## config.mk

```make
export PLATFORM = sky130hd
export DESIGN_NAME = utsf_top
export DESIGN_NICKNAME = d
export VERILOG_FILES = /design/src/verilog/utsf_pkg.sv /design/src/verilog/utsf_fifo.sv /design/src/verilog/utsf_shifter.sv /design/src/verilog/utsf_top.sv
export SDC_FILE = /design/constraint.sdc
export NUM_CORES = 1
export LEC_CHECK = 0
export ABC_AREA = 1
export BUFFER_PORTS_ARGS = -buffer_cell sky130_fd_sc_hd__buf_2
export CAP_MARGIN = 5
export CORE_ASPECT_RATIO = 1.2
export CORE_MARGIN = 2
export CORE_UTILIZATION = 37
export DETAILED_ROUTE_END_ITERATION = 8
export SLEW_MARGIN = 20
export SYNTH_ARGS = -nofsm -noshare
export SYNTH_HDL_FRONTEND = slang
export SYNTH_SLANG_ARGS = --single-unit
```

## constraint.sdc

```tcl
create_clock -name ref_clk -period 10 [get_ports ref_clk]
set_clock_uncertainty 0.1 [all_clocks]
set_input_delay 0.5 -clock ref_clk [delete_from_list [all_inputs] [get_ports ref_clk]]
set_output_delay 0.5 -clock ref_clk [all_outputs]
set_load 0.02 [all_outputs]
```

## src/verilog/utsf_pkg.sv

```systemverilog
// Purpose: Shared constants, carriers and decoders for the transmit status flag block
// Assumes: Avalon-MM slave, 32-bit data, byte addresses, one 40 MHz clock
// Notes:   Register offsets are word aligned; unused bits read as zero
package utsf_pkg;

    // ------------------------------------------------------------------
    // Sizes
    // ------------------------------------------------------------------
    localparam int DATA_W     = 8;
    localparam int FIFO_DEPTH = 64;
    localparam int CNT_W      = 7;
    localparam int PTR_W      = 6;
    localparam int ADDR_W     = 8;
    localparam logic [CNT_W-1:0] FIFO_FULL_CNT = 7'h40;

    // ------------------------------------------------------------------
    // Register map
    // ------------------------------------------------------------------
    localparam logic [ADDR_W-1:0] OFS_TX_DATA  = 8'h00;
    localparam logic [ADDR_W-1:0] OFS_STATUS   = 8'h04;
    localparam logic [ADDR_W-1:0] OFS_FIFO_CTL = 8'h08;
    localparam logic [ADDR_W-1:0] OFS_FIFO_CNT = 8'h0c;
    localparam logic [ADDR_W-1:0] OFS_IRQ_STAT = 8'h10;
    localparam logic [ADDR_W-1:0] OFS_IRQ_MASK = 8'h14;

    // ------------------------------------------------------------------
    // Field positions and reset values
    // ------------------------------------------------------------------
    localparam int ST_END_BIT    = 6;
    localparam int ST_EMPTY_BIT  = 5;
    localparam int CTL_THR_HI    = 5;
    localparam int CTL_THR_LO    = 4;
    localparam int IRQ_END_BIT   = 0;
    localparam int IRQ_EMPTY_BIT = 1;
    localparam int IRQ_W         = 2;
    localparam logic [1:0]       THR_CODE_RST = 2'h0;
    localparam logic [IRQ_W-1:0] IRQ_MASK_RST = 2'h0;
    localparam logic             END_FLAG_RST   = 1'b1;
    localparam logic             EMPTY_FLAG_RST = 1'b1;

    // Trigger numbers per threshold code
    localparam logic [CNT_W-1:0] TRIG_CODE0 = 7'h20;
    localparam logic [CNT_W-1:0] TRIG_CODE1 = 7'h10;
    localparam logic [CNT_W-1:0] TRIG_CODE2 = 7'h02;
    localparam logic [CNT_W-1:0] TRIG_CODE3 = 7'h00;

    // ------------------------------------------------------------------
    // Timing
    // ------------------------------------------------------------------
    localparam int CLK_HZ     = 40_000_000;
    localparam int BAUD_BPS   = 115_200;
    localparam int BIT_CYCLES = CLK_HZ / BAUD_BPS;
    localparam int DIV_W      = 9;
    localparam logic [DIV_W-1:0] DIV_LAST = DIV_W'(BIT_CYCLES - 1);
    localparam logic [2:0]       BIT_LAST = 3'h7;

    // ------------------------------------------------------------------
    // Types
    // ------------------------------------------------------------------
    typedef struct packed {
        logic              read;
        logic              write;
        logic [ADDR_W-1:0] address;
        logic [31:0]       writedata;
    } utsf_avs_req_s;

    typedef struct packed {
        logic [31:0] readdata;
        logic        waitrequest;
    } utsf_avs_rsp_s;

    typedef enum logic [1:0] {
        SH_IDLE  = 2'h0,
        SH_START = 2'h1,
        SH_DATA  = 2'h3,
        SH_STOP  = 2'h2
    } utsf_shift_e;

    // ------------------------------------------------------------------
    // Decoders
    // ------------------------------------------------------------------
    function automatic logic utsf_hit(input logic [ADDR_W-1:0] addr, input logic [ADDR_W-1:0] ofs);
        return addr == ofs;
    endfunction

    function automatic logic [CNT_W-1:0] utsf_trig(input logic [1:0] code);
        logic [CNT_W-1:0] t;
        unique case (code)
            2'h0: t = TRIG_CODE0;
            2'h1: t = TRIG_CODE1;
            2'h2: t = TRIG_CODE2;
            2'h3: t = TRIG_CODE3;
        endcase
        return t;
    endfunction

endpackage

```

## src/verilog/utsf_fifo.sv

```systemverilog
// Purpose: 64-byte transmit store in flip-flops
// Assumes: Caller only pushes when not full and pops when not empty
// Notes:   Count is the live fill level
`timescale 1ns/10ps
module utsf_fifo
    import utsf_pkg::*;
(
    // Clock and reset
    input  wire logic              ref_clk,
    input  wire logic              rst_b,
    // Fill side
    input  wire logic              push,
    input  wire logic [DATA_W-1:0] push_data,
    // Drain side
    input  wire logic              pop,
    output logic      [DATA_W-1:0] pop_data,
    // Level
    output logic      [CNT_W-1:0]  count
);

    // 64-entry store
    logic [DATA_W-1:0] mem [FIFO_DEPTH];
    logic [PTR_W-1:0]  wr_ptr;
    logic [PTR_W-1:0]  rd_ptr;
    logic [CNT_W-1:0]  next_count;

    assign next_count = CNT_W'(count + CNT_W'(push) - CNT_W'(pop));
    assign pop_data   = mem[rd_ptr];

    always_ff @(posedge ref_clk) begin
        if (push) begin
            mem[wr_ptr] <= push_data;
        end
    end

    always_ff @(posedge ref_clk) begin
        if (!rst_b) begin
            wr_ptr <= '0;
            rd_ptr <= '0;
            count  <= '0;
        end else begin
            wr_ptr <= PTR_W'(wr_ptr + PTR_W'(push));
            rd_ptr <= PTR_W'(rd_ptr + PTR_W'(pop));
            count  <= next_count;
        end
    end

    property p_fifo_no_overfill;
        @(posedge ref_clk) disable iff (!rst_b)
        count == FIFO_FULL_CNT && !pop |=> count == FIFO_FULL_CNT;
    endproperty
    a_fifo_no_overfill: assert property (p_fifo_no_overfill) else $error("fill level moved past full");

endmodule

```

## src/verilog/utsf_shifter.sv

```systemverilog
// Purpose: 8N1 serial shifter fed from the transmit store
// Assumes: Bit rate from a divider enable pulse
// Notes:   Load pulse moves one byte out of the store
`timescale 1ns/10ps
module utsf_shifter
    import utsf_pkg::*;
(
    // Clock and reset
    input  wire logic              ref_clk,
    input  wire logic              rst_b,
    // Store side
    input  wire logic              avail,
    input  wire logic [DATA_W-1:0] data,
    output logic                   load,
    // Status
    output logic                   busy,
    output logic                   done,
    // Line
    output logic                   txd
);

    utsf_shift_e       state;
    logic [DATA_W-1:0] shreg;
    logic [DIV_W-1:0]  div;
    logic [2:0]        bit_idx;
    logic              bit_en;

    // ------------------------------------------------------------------
    // Bit rate divider
    // ------------------------------------------------------------------
    assign bit_en = (state != SH_IDLE) && (div == DIV_LAST);
    assign load   = (state == SH_IDLE) && avail;
    assign busy   = state != SH_IDLE;
    assign done   = (state == SH_STOP) && bit_en;

    always_ff @(posedge ref_clk) begin
        if (!rst_b || load || bit_en) begin
            div <= '0;
        end else if (busy) begin
            div <= DIV_W'(div + 1'b1);
        end
    end

    // ------------------------------------------------------------------
    // Frame sequencer
    // ------------------------------------------------------------------
    always_ff @(posedge ref_clk) begin
        if (!rst_b) begin
            state   <= SH_IDLE;
            shreg   <= '0;
            bit_idx <= '0;
            txd     <= 1'b1;
        end else begin
            unique case (state)
                SH_IDLE: begin
                    if (avail) begin
                        shreg <= data;
                        txd   <= 1'b0;
                        state <= SH_START;
                    end
                end
                SH_START: begin
                    if (bit_en) begin
                        txd     <= shreg[0];
                        shreg   <= shreg >> 1;
                        bit_idx <= '0;
                        state   <= SH_DATA;
                    end
                end
                SH_DATA: begin
                    if (bit_en) begin
                        if (bit_idx == BIT_LAST) begin
                            txd   <= 1'b1;
                            state <= SH_STOP;
                        end else begin
                            txd     <= shreg[0];
                            shreg   <= shreg >> 1;
                            bit_idx <= 3'(bit_idx + 1'b1);
                        end
                    end
                end
                SH_STOP: begin
                    if (bit_en) begin
                        state <= SH_IDLE;
                    end
                end
            endcase
        end
    end

endmodule

```

## src/verilog/utsf_top.sv

```systemverilog
// Purpose: Transmit end and transmit store empty flags with store, shifter and register slave
// Assumes: Avalon-MM master honours waitrequest; one clock ref_clk
// Notes:   Every top output comes from a flip-flop
//
// Behaviour
// End flag reads 0 while sending, 1 when done; read-only, resets to 1.
// End flag sets when last stop bit leaves and the store is empty.
// End flag clears whenever new data is written to the store.
// Empty flag sets when a load leaves fill at or below the trigger.
// Empty flag is forced to 1 by reset.
// Empty flag clears only when fill exceeds trigger and 0 follows a read of 1.
// Store holds 64 bytes; software may write 64 minus trigger when flag set.
// Bytes written beyond free space are dropped.
// Current fill level readable in the count register.
// Trigger comes from the two threshold bits of the control register.
// Writing 1 leaves empty flag; a 0 without prior read of 1 does nothing.
//
// The implementer's own choices: the address map and the Avalon-MM register port.
`timescale 1ns/10ps
module utsf_top
    import utsf_pkg::*;
(
    // Clock and reset
    input  wire logic          ref_clk,
    input  wire logic          rst_b,
    // Register bus
    input  wire utsf_avs_req_s avs_req,
    output utsf_avs_rsp_s      avs_rsp,
    // Serial line
    output logic               txd,
    // Interrupt
    output logic               irq
);

    // ------------------------------------------------------------------
    // State
    // ------------------------------------------------------------------
    logic             wait_q;
    logic [31:0]      rdata_q;
    logic             tx_end_flag;
    logic             tx_fifo_empty_flag;
    logic             empty_armed;
    logic             tx_threshold_hi_bit;
    logic             tx_threshold_lo_bit;
    logic [IRQ_W-1:0] irq_stat;
    logic [IRQ_W-1:0] irq_mask;

    // ------------------------------------------------------------------
    // Bus decode
    // ------------------------------------------------------------------
    logic             rd_acc;
    logic             wr_acc;
    logic             wr_data;
    logic             wr_status;
    logic             rd_status;
    logic             wr_ctl;
    logic             wr_irq_stat;
    logic             wr_irq_mask;
    logic [31:0]      rd_word;
    logic [31:0]      status_word;

    assign rd_acc      = avs_req.read && !wait_q;
    assign wr_acc      = avs_req.write && !wait_q;
    assign wr_data     = wr_acc && utsf_hit(avs_req.address, OFS_TX_DATA);
    assign wr_status   = wr_acc && utsf_hit(avs_req.address, OFS_STATUS);
    assign rd_status   = rd_acc && utsf_hit(avs_req.address, OFS_STATUS);
    assign wr_ctl      = wr_acc && utsf_hit(avs_req.address, OFS_FIFO_CTL);
    assign wr_irq_stat = wr_acc && utsf_hit(avs_req.address, OFS_IRQ_STAT);
    assign wr_irq_mask = wr_acc && utsf_hit(avs_req.address, OFS_IRQ_MASK);

    // ------------------------------------------------------------------
    // Store and shifter
    // ------------------------------------------------------------------
    logic [CNT_W-1:0]  count;
    logic [DATA_W-1:0] pop_data;
    logic              push;
    logic              pop;
    logic              shift_busy;
    logic              shift_done;
    logic              fifo_empty;
    logic [CNT_W-1:0]  next_count;
    logic [CNT_W-1:0]  thr;

    // drop when full
    assign push       = wr_data && (count != FIFO_FULL_CNT);
    assign fifo_empty = count == '0;
    assign next_count = CNT_W'(count + CNT_W'(push) - CNT_W'(pop));
    // trigger from threshold bits
    assign thr        = utsf_trig({tx_threshold_hi_bit, tx_threshold_lo_bit});

    utsf_fifo u_fifo (
        .ref_clk   (ref_clk),
        .rst_b     (rst_b),
        .push      (push),
        .push_data (avs_req.writedata[DATA_W-1:0]),
        .pop       (pop),
        .pop_data  (pop_data),
        .count     (count)
    );

    utsf_shifter u_shifter (
        .ref_clk (ref_clk),
        .rst_b   (rst_b),
        .avail   (!fifo_empty),
        .data    (pop_data),
        .load    (pop),
        .busy    (shift_busy),
        .done    (shift_done),
        .txd     (txd)
    );

    // ------------------------------------------------------------------
    // Flag logic
    // ------------------------------------------------------------------
    logic end_set;
    logic empty_set;
    logic empty_clr;
    logic next_end;
    logic next_empty;
    logic next_armed;

    // last bit out, nothing left
    assign end_set    = shift_done && fifo_empty && !push;
    // written data wins
    assign next_end   = !wr_data && (end_set || tx_end_flag);
    // load drops to trigger
    assign empty_set  = pop && (next_count <= thr);
    // armed, above trigger, zero written
    assign empty_clr  = wr_status && !avs_req.writedata[ST_EMPTY_BIT] && empty_armed && (count > thr);
    // set beats clear, ones ignored
    assign next_empty = empty_set || (tx_fifo_empty_flag && !empty_clr);
    // arm only on a read that returned 1
    assign next_armed = tx_fifo_empty_flag && !empty_clr && ((rd_status && rdata_q[ST_EMPTY_BIT]) || empty_armed);

    always_ff @(posedge ref_clk) begin
        if (!rst_b) begin
            // both flags start high
            tx_end_flag        <= END_FLAG_RST;
            tx_fifo_empty_flag <= EMPTY_FLAG_RST;
            empty_armed        <= 1'b0;
        end else begin
            tx_end_flag        <= next_end;
            tx_fifo_empty_flag <= next_empty;
            empty_armed        <= next_armed;
        end
    end

    // ------------------------------------------------------------------
    // Control and interrupt registers
    // ------------------------------------------------------------------
    logic [IRQ_W-1:0] irq_ev;
    logic [IRQ_W-1:0] next_irq_stat;
    logic [IRQ_W-1:0] next_irq_mask;

    assign irq_ev[IRQ_END_BIT]   = end_set && !tx_end_flag;
    assign irq_ev[IRQ_EMPTY_BIT] = empty_set && !tx_fifo_empty_flag;
    assign next_irq_stat = irq_ev | (irq_stat & ~({IRQ_W{wr_irq_stat}} & avs_req.writedata[IRQ_W-1:0]));
    assign next_irq_mask = wr_irq_mask ? avs_req.writedata[IRQ_W-1:0] : irq_mask;

    always_ff @(posedge ref_clk) begin
        if (!rst_b) begin
            tx_threshold_hi_bit <= THR_CODE_RST[1];
            tx_threshold_lo_bit <= THR_CODE_RST[0];
            irq_stat            <= '0;
            irq_mask            <= IRQ_MASK_RST;
            irq                 <= 1'b0;
        end else begin
            if (wr_ctl) begin
                tx_threshold_hi_bit <= avs_req.writedata[CTL_THR_HI];
                tx_threshold_lo_bit <= avs_req.writedata[CTL_THR_LO];
            end
            irq_stat <= next_irq_stat;
            irq_mask <= next_irq_mask;
            irq      <= |(next_irq_stat & next_irq_mask);
        end
    end

    // ------------------------------------------------------------------
    // Read mux and handshake
    // ------------------------------------------------------------------
    assign status_word = (32'(tx_end_flag) << ST_END_BIT) | (32'(tx_fifo_empty_flag) << ST_EMPTY_BIT);

    // fill level register
    assign rd_word =
        utsf_hit(avs_req.address, OFS_STATUS)   ? status_word :
        utsf_hit(avs_req.address, OFS_FIFO_CTL) ?
            ((32'(tx_threshold_hi_bit) << CTL_THR_HI) | (32'(tx_threshold_lo_bit) << CTL_THR_LO)) :
        utsf_hit(avs_req.address, OFS_FIFO_CNT) ? 32'(count) :
        utsf_hit(avs_req.address, OFS_IRQ_STAT) ? 32'(irq_stat) :
        utsf_hit(avs_req.address, OFS_IRQ_MASK) ? 32'(irq_mask) :
        32'h0;

    always_ff @(posedge ref_clk) begin
        if (!rst_b) begin
            wait_q  <= 1'b1;
            rdata_q <= 32'h0;
        end else begin
            wait_q <= !((avs_req.read || avs_req.write) && wait_q);
            if (avs_req.read && wait_q) begin
                rdata_q <= rd_word;
            end
        end
    end

    assign avs_rsp = '{readdata: rdata_q, waitrequest: wait_q};

    // ------------------------------------------------------------------
    // Checks
    // ------------------------------------------------------------------
    property p_flags_after_reset;
        @(posedge ref_clk)
        !rst_b |=> tx_end_flag && tx_fifo_empty_flag && !irq;
    endproperty
    a_flags_after_reset: assert property (p_flags_after_reset) else $error("flags not high after reset");

    property p_end_low_while_busy;
        @(posedge ref_clk) disable iff (!rst_b)
        shift_busy && !$past(end_set) |-> !tx_end_flag;
    endproperty
    a_end_low_while_busy: assert property (p_end_low_while_busy) else $error("end flag high mid frame");

    property p_end_set;
        @(posedge ref_clk) disable iff (!rst_b)
        shift_done && fifo_empty && !wr_data |=> tx_end_flag ##1 (tx_end_flag || $past(wr_data));
    endproperty
    a_end_set: assert property (p_end_set) else $error("end flag missed final bit");

    property p_end_clear;
        @(posedge ref_clk) disable iff (!rst_b)
        wr_data |=> !tx_end_flag;
    endproperty
    a_end_clear: assert property (p_end_clear) else $error("end flag survived a data write");

    property p_empty_set;
        @(posedge ref_clk) disable iff (!rst_b)
        pop && (CNT_W'(count - 1'b1 + CNT_W'(push)) <= thr) |=> tx_fifo_empty_flag;
    endproperty
    a_empty_set: assert property (p_empty_set) else $error("empty flag missed low fill");

    property p_empty_clear_cause;
        @(posedge ref_clk) disable iff (!rst_b)
        $fell(tx_fifo_empty_flag) |-> $past(empty_armed) && ($past(count) > $past(thr)) && $past(wr_status);
    endproperty
    a_empty_clear_cause: assert property (p_empty_clear_cause) else $error("empty flag cleared without cause");

    property p_empty_one_write;
        @(posedge ref_clk) disable iff (!rst_b)
        tx_fifo_empty_flag && wr_status && avs_req.writedata[ST_EMPTY_BIT] |=> tx_fifo_empty_flag;
    endproperty
    a_empty_one_write: assert property (p_empty_one_write) else $error("writing one cleared empty flag");

    property p_drop_when_full;
        @(posedge ref_clk) disable iff (!rst_b)
        wr_data && count == FIFO_FULL_CNT |-> !push;
    endproperty
    a_drop_when_full: assert property (p_drop_when_full) else $error("byte stored into full store");

    property p_count_read;
        @(posedge ref_clk) disable iff (!rst_b)
        rd_acc && utsf_hit(avs_req.address, OFS_FIFO_CNT) |-> rdata_q == 32'($past(count));
    endproperty
    a_count_read: assert property (p_count_read) else $error("count register wrong");

    property p_one_wait_cycle;
        @(posedge ref_clk) disable iff (!rst_b)
        (avs_req.read || avs_req.write) && wait_q |=> !wait_q ##1 wait_q;
    endproperty
    a_one_wait_cycle: assert property (p_one_wait_cycle) else $error("waitrequest timing off");

    property p_wait_idle;
        @(posedge ref_clk) disable iff (!rst_b)
        !avs_req.read && !avs_req.write |=> wait_q;
    endproperty
    a_wait_idle: assert property (p_wait_idle) else $error("waitrequest low with no request");

    property p_arm_on_read_one;
        @(posedge ref_clk) disable iff (!rst_b)
        !empty_armed && !(rd_status && rdata_q[ST_EMPTY_BIT]) |=> !empty_armed;
    endproperty
    a_arm_on_read_one: assert property (p_arm_on_read_one) else $error("clear armed without a read of one");

    property p_empty_only_on_load;
        @(posedge ref_clk) disable iff (!rst_b)
        !tx_fifo_empty_flag && !pop |=> !tx_fifo_empty_flag;
    endproperty
    a_empty_only_on_load: assert property (p_empty_only_on_load) else $error("empty flag set without a load");

    property p_end_only_on_done;
        @(posedge ref_clk) disable iff (!rst_b)
        !tx_end_flag && !shift_done |=> !tx_end_flag;
    endproperty
    a_end_only_on_done: assert property (p_end_only_on_done) else $error("end flag set without a final bit");

    property p_count_hold;
        @(posedge ref_clk) disable iff (!rst_b)
        !push && !pop |=> count == $past(count);
    endproperty
    a_count_hold: assert property (p_count_hold) else $error("fill level moved with no push or pop");

    property p_irq_level;
        @(posedge ref_clk) disable iff (!rst_b)
        irq == |(irq_stat & irq_mask);
    endproperty
    a_irq_level: assert property (p_irq_level) else $error("irq differs from unmasked status");

endmodule

```

==> impl_metrics.env <==
export IMPL_status="complete, no violations"
export IMPL_synthToLayoutAreaGrowth_pct=9.81
export IMPL_cts_tree="built"
export IMPL_ios=79
export IMPL_track_usage_pct=16.9
export IMPL_yosysWarningCount=0
export IMPL_internal_power_mw=4.22
export IMPL_finalMaxSlewViolations=0
export IMPL_crit_buf_inv=5
export IMPL_crit_arrival_ns=4.42
export IMPL_synth_seq_cells=572
export IMPL_wl_per_cell_um=17.3
export IMPL_finish_instance_area_um2=27400
export IMPL_htreeDepth=2
export IMPL_relSlewSlack_pct=23.0
export IMPL_fin_cells=3380
export IMPL_max_stage_delay_ns=0.65
export IMPL_reg2reg_depth=22
export IMPL_swShare_pct=31.6
export IMPL_final_layout_size_suffix_gt1_share_pct=5.85
export IMPL_diodes=0
export IMPL_worst_slew_pin_slew_ns=1.14
export IMPL_grt_pass1_wl_um=90400
export IMPL_grt_max_degree=102
export IMPL_worstPathCellList="inv_2, nand2_4, inv_1, nand2_1, nor2_1, inv_1, nand2_1, ha_1, inv_1, fa_1, inv_1, a31o_2, xor2_1, ha_1, nand4_1, a21oi_1, nand2_1, nand2_1, nand3_1, o21ai_0, nand2_1, nand2_1"
export IMPL_total_power_mw=6.16
export IMPL_setup_viol=0
export IMPL_power_frac_clock_pct=32.6
export IMPL_fin_ws_ns=6.00
export IMPL_synth_area_leaders="edfxtp_1 (62%), nand2_1 (12%), nand3_1 (6.1%), dfxtp_1 (4.8%), inv_1 (3.6%)"
export IMPL_vias=16500
export IMPL_dpl_worst_slack_ns=6.03
export IMPL_gr_total_overflow=0
export IMPL_drcViolationCount=0
export IMPL_hold_path_class="primary input to flop"
export IMPL_cp_max_fo=13
export IMPL_root_buffer="clkbuf_16"
export IMPL_detail_route_first_pass_iterations=5
export IMPL_cts_path_max_buffers=3
export IMPL_hold_path_depth=2
export IMPL_die_h_um=288
export IMPL_clk_pin_slew_ns=0.06
export IMPL_synthCells=2448
export IMPL_fillers=6381
export IMPL_syn_cell_area_um2=24900
export IMPL_antenna_found_initial=0
export IMPL_final_period_utilization_pct=40.0
export IMPL_crit_type="flop to flop"
export IMPL_grt_pass1_vias=16000
export IMPL_fmax_mhz=250
export IMPL_place_inst=3283
export IMPL_port_buffers=29
export IMPL_core_area_um2=66900
export IMPL_dr_first_iter_drc_count=1293
export IMPL_pwr_share_comb_pct=23.2
export IMPL_ys_seq_area_share_pct=66.5
export IMPL_rsz0062_at_grt="no"
export IMPL_period_minus_slack_ns=4.00
export IMPL_yosysTopAreaCell="edfxtp_1"
export IMPL_hold_end="wait_q"
export IMPL_crit_slowest_cell="dfxtp_1"
export IMPL_cts_buffers=53
export IMPL_drv_cap=0
export IMPL_final_core_util_pct=40.9
export IMPL_clkSinkCount=572
export IMPL_cp_end_kind="flop"
export IMPL_r2r_end="irq"
export IMPL_synth_top_area_share_pct=61.7
export IMPL_finalHoldViolCount=0
export IMPL_finalWirelength_um=58400
export IMPL_die_area_um2=69500
export IMPL_die_w_um=241
export IMPL_ir_worst_vdd_uv=174
export IMPL_hpwl_um=34200
export IMPL_start_util_pct=37.3
export IMPL_gp_congestion=0.833
export IMPL_yosys_cell_types_count=42
export IMPL_p_per_area_nw_per_um2=225
export IMPL_std_cell_rows=104
export IMPL_fin_tns_setup_ns=0
export IMPL_dpl_instance_area_um2=25700
export IMPL_crit_top_cell="nand2_1"
export IMPL_via_per_inst=4.88
export IMPL_cts_hold_buf=0
export IMPL_whs_ns=0.0534
export IMPL_switching_power_mw=1.94
export IMPL_post_cts_buffers=0
export IMPL_min_from="avs_req[41]"
export IMPL_reg2reg_from="u_shifter.state[0]"
export IMPL_seqPwrFrac_pct=44.2
export IMPL_rrSetupSlack_ns=6.00
export IMPL_p_leak_nw=10.5
export IMPL_cp_start_kind="flop"
export IMPL_synth_avg_cell_area_um2=10.2
export IMPL_fin_nets=2503
export IMPL_cp_required_ns=10.42
export IMPL_insertion_delay_ns=0.59
export IMPL_cpLargestDelayFamily="simple AND/OR/NAND/NOR gates"
export IMPL_cts_resized=0
export IMPL_drt_antenna_violating_nets=0
registers in the layout, indices dropped and copies added (netlist names), 3 cells and up:
name               count
u_fifo.wr_ptr          6
u_fifo.rd_ptr          6
u_fifo.count           7
u_shifter.div          9
u_shifter.shreg        8
rdata_q                7
u_fifo.mem           512
u_shifter.bit_idx      3
area by class of cell:
cell class / instances / area, µm² / area share, %
inverter: 248 / 937 / 3.42
sequential: 572 / 16600 / 60.6
clock inverter: 23 / 240 / 0.877
tap: 901 / 1130 / 4.12
multi-input combinational: 1514 / 6720 / 24.5
clock buffer: 74 / 1490 / 5.43
timing repair buffer: 48 / 292 / 1.06
power groups by stage:
| stage | registers (mW) | clock network [mW] | logic, mW |
|---|---|---|---|
| after floorplan | 2.71 | 0 | 1.12 |
| after global routing | 2.73 | 2.13 | 1.61 |
| after CTS | 2.72 | 2.04 | 1.44 |
| after detailed placement | 2.77 | 0 | 1.43 |
| final | 2.72 | 2.01 | 1.43 |
| after global placement | 2.77 | 0 | 1.42 |
cells in the mapped netlist (all sizes together):
library cell	number
xnor2	2
o21ai	34
a31o	2
a21oi	76
or2	1
nor3b	1
xor2	6
nand3b	1
nand2	792
fa	1
nor4	3
a31oi	3
o211ai	28
clkbuf	25
inv	245
nand4	3
o21bai	1
clkinv	3
and2	1
nand3	309
a221oi	1
edfxtp	512
a211oi	2
conb	1
buf	113
ha	21
nor3	13
nor2	187
dfxtp	60
and3	1
cells in the final DEF (no fill, tap or decap), types with 3 or more instances in the layout:
cell type / count
nand2_1: 790
edfxtp_1: 512
nand3_1: 302
inv_1: 240
nor2_1: 182
a21oi_1: 76
dfxtp_1: 58
clkbuf_16: 55
o21ai_0: 33
buf_2: 29
o211ai_1: 28
conb_1: 25
ha_1: 21
buf_4: 18
clkbuf_1: 15
clkinv_1: 13
nor3_1: 12
nand3_2: 7
xor2_1: 6
clkinv_2: 6
bufinv_16: 5
nor2_4: 4
clkbuf_8: 4
inv_2: 3
nand4_1: 3
a31oi_1: 3
nor4_1: 3
how the worst max path moves through the flow:
stage | depth (start not counted) | slack (ns) | startpoint | to
floorplan | 20 | 6.73 | avs_req[40] | irq_stat[1]
global placement | 20 | 6.06 | avs_req[39] | irq_stat[1]
detailed placement | 21 | 6.03 | avs_req[39] | irq
CTS | 22 | 6.05 | u_shifter.state[0] | irq
global route | 22 | 5.69 | u_shifter.state[0] | irq
finish | 22 | 6.00 | u_shifter.state[0] | irq
routing by layer:
layer / share of wire, % / track usage, %
met1: 41 / 21.2
met2: 51 / 30.4
met3: 4.3 / 1.59
met4: 3.2 / 5.82
met5: 0 / 0
kinds of logic after synthesis:
logic type                 Yosys count  synth area share, %
xor gates and xnor gates             8                0.281
adders and majority gates           22                 1.13
and+or+nand+nor                   1312                 21.8
DFF                                572                 66.5
AOI/OAI and AO/OA                  147                 3.32
other                                1               0.0150
buffers and inverters              386                 6.96
(Power assumes the default switching activity.)
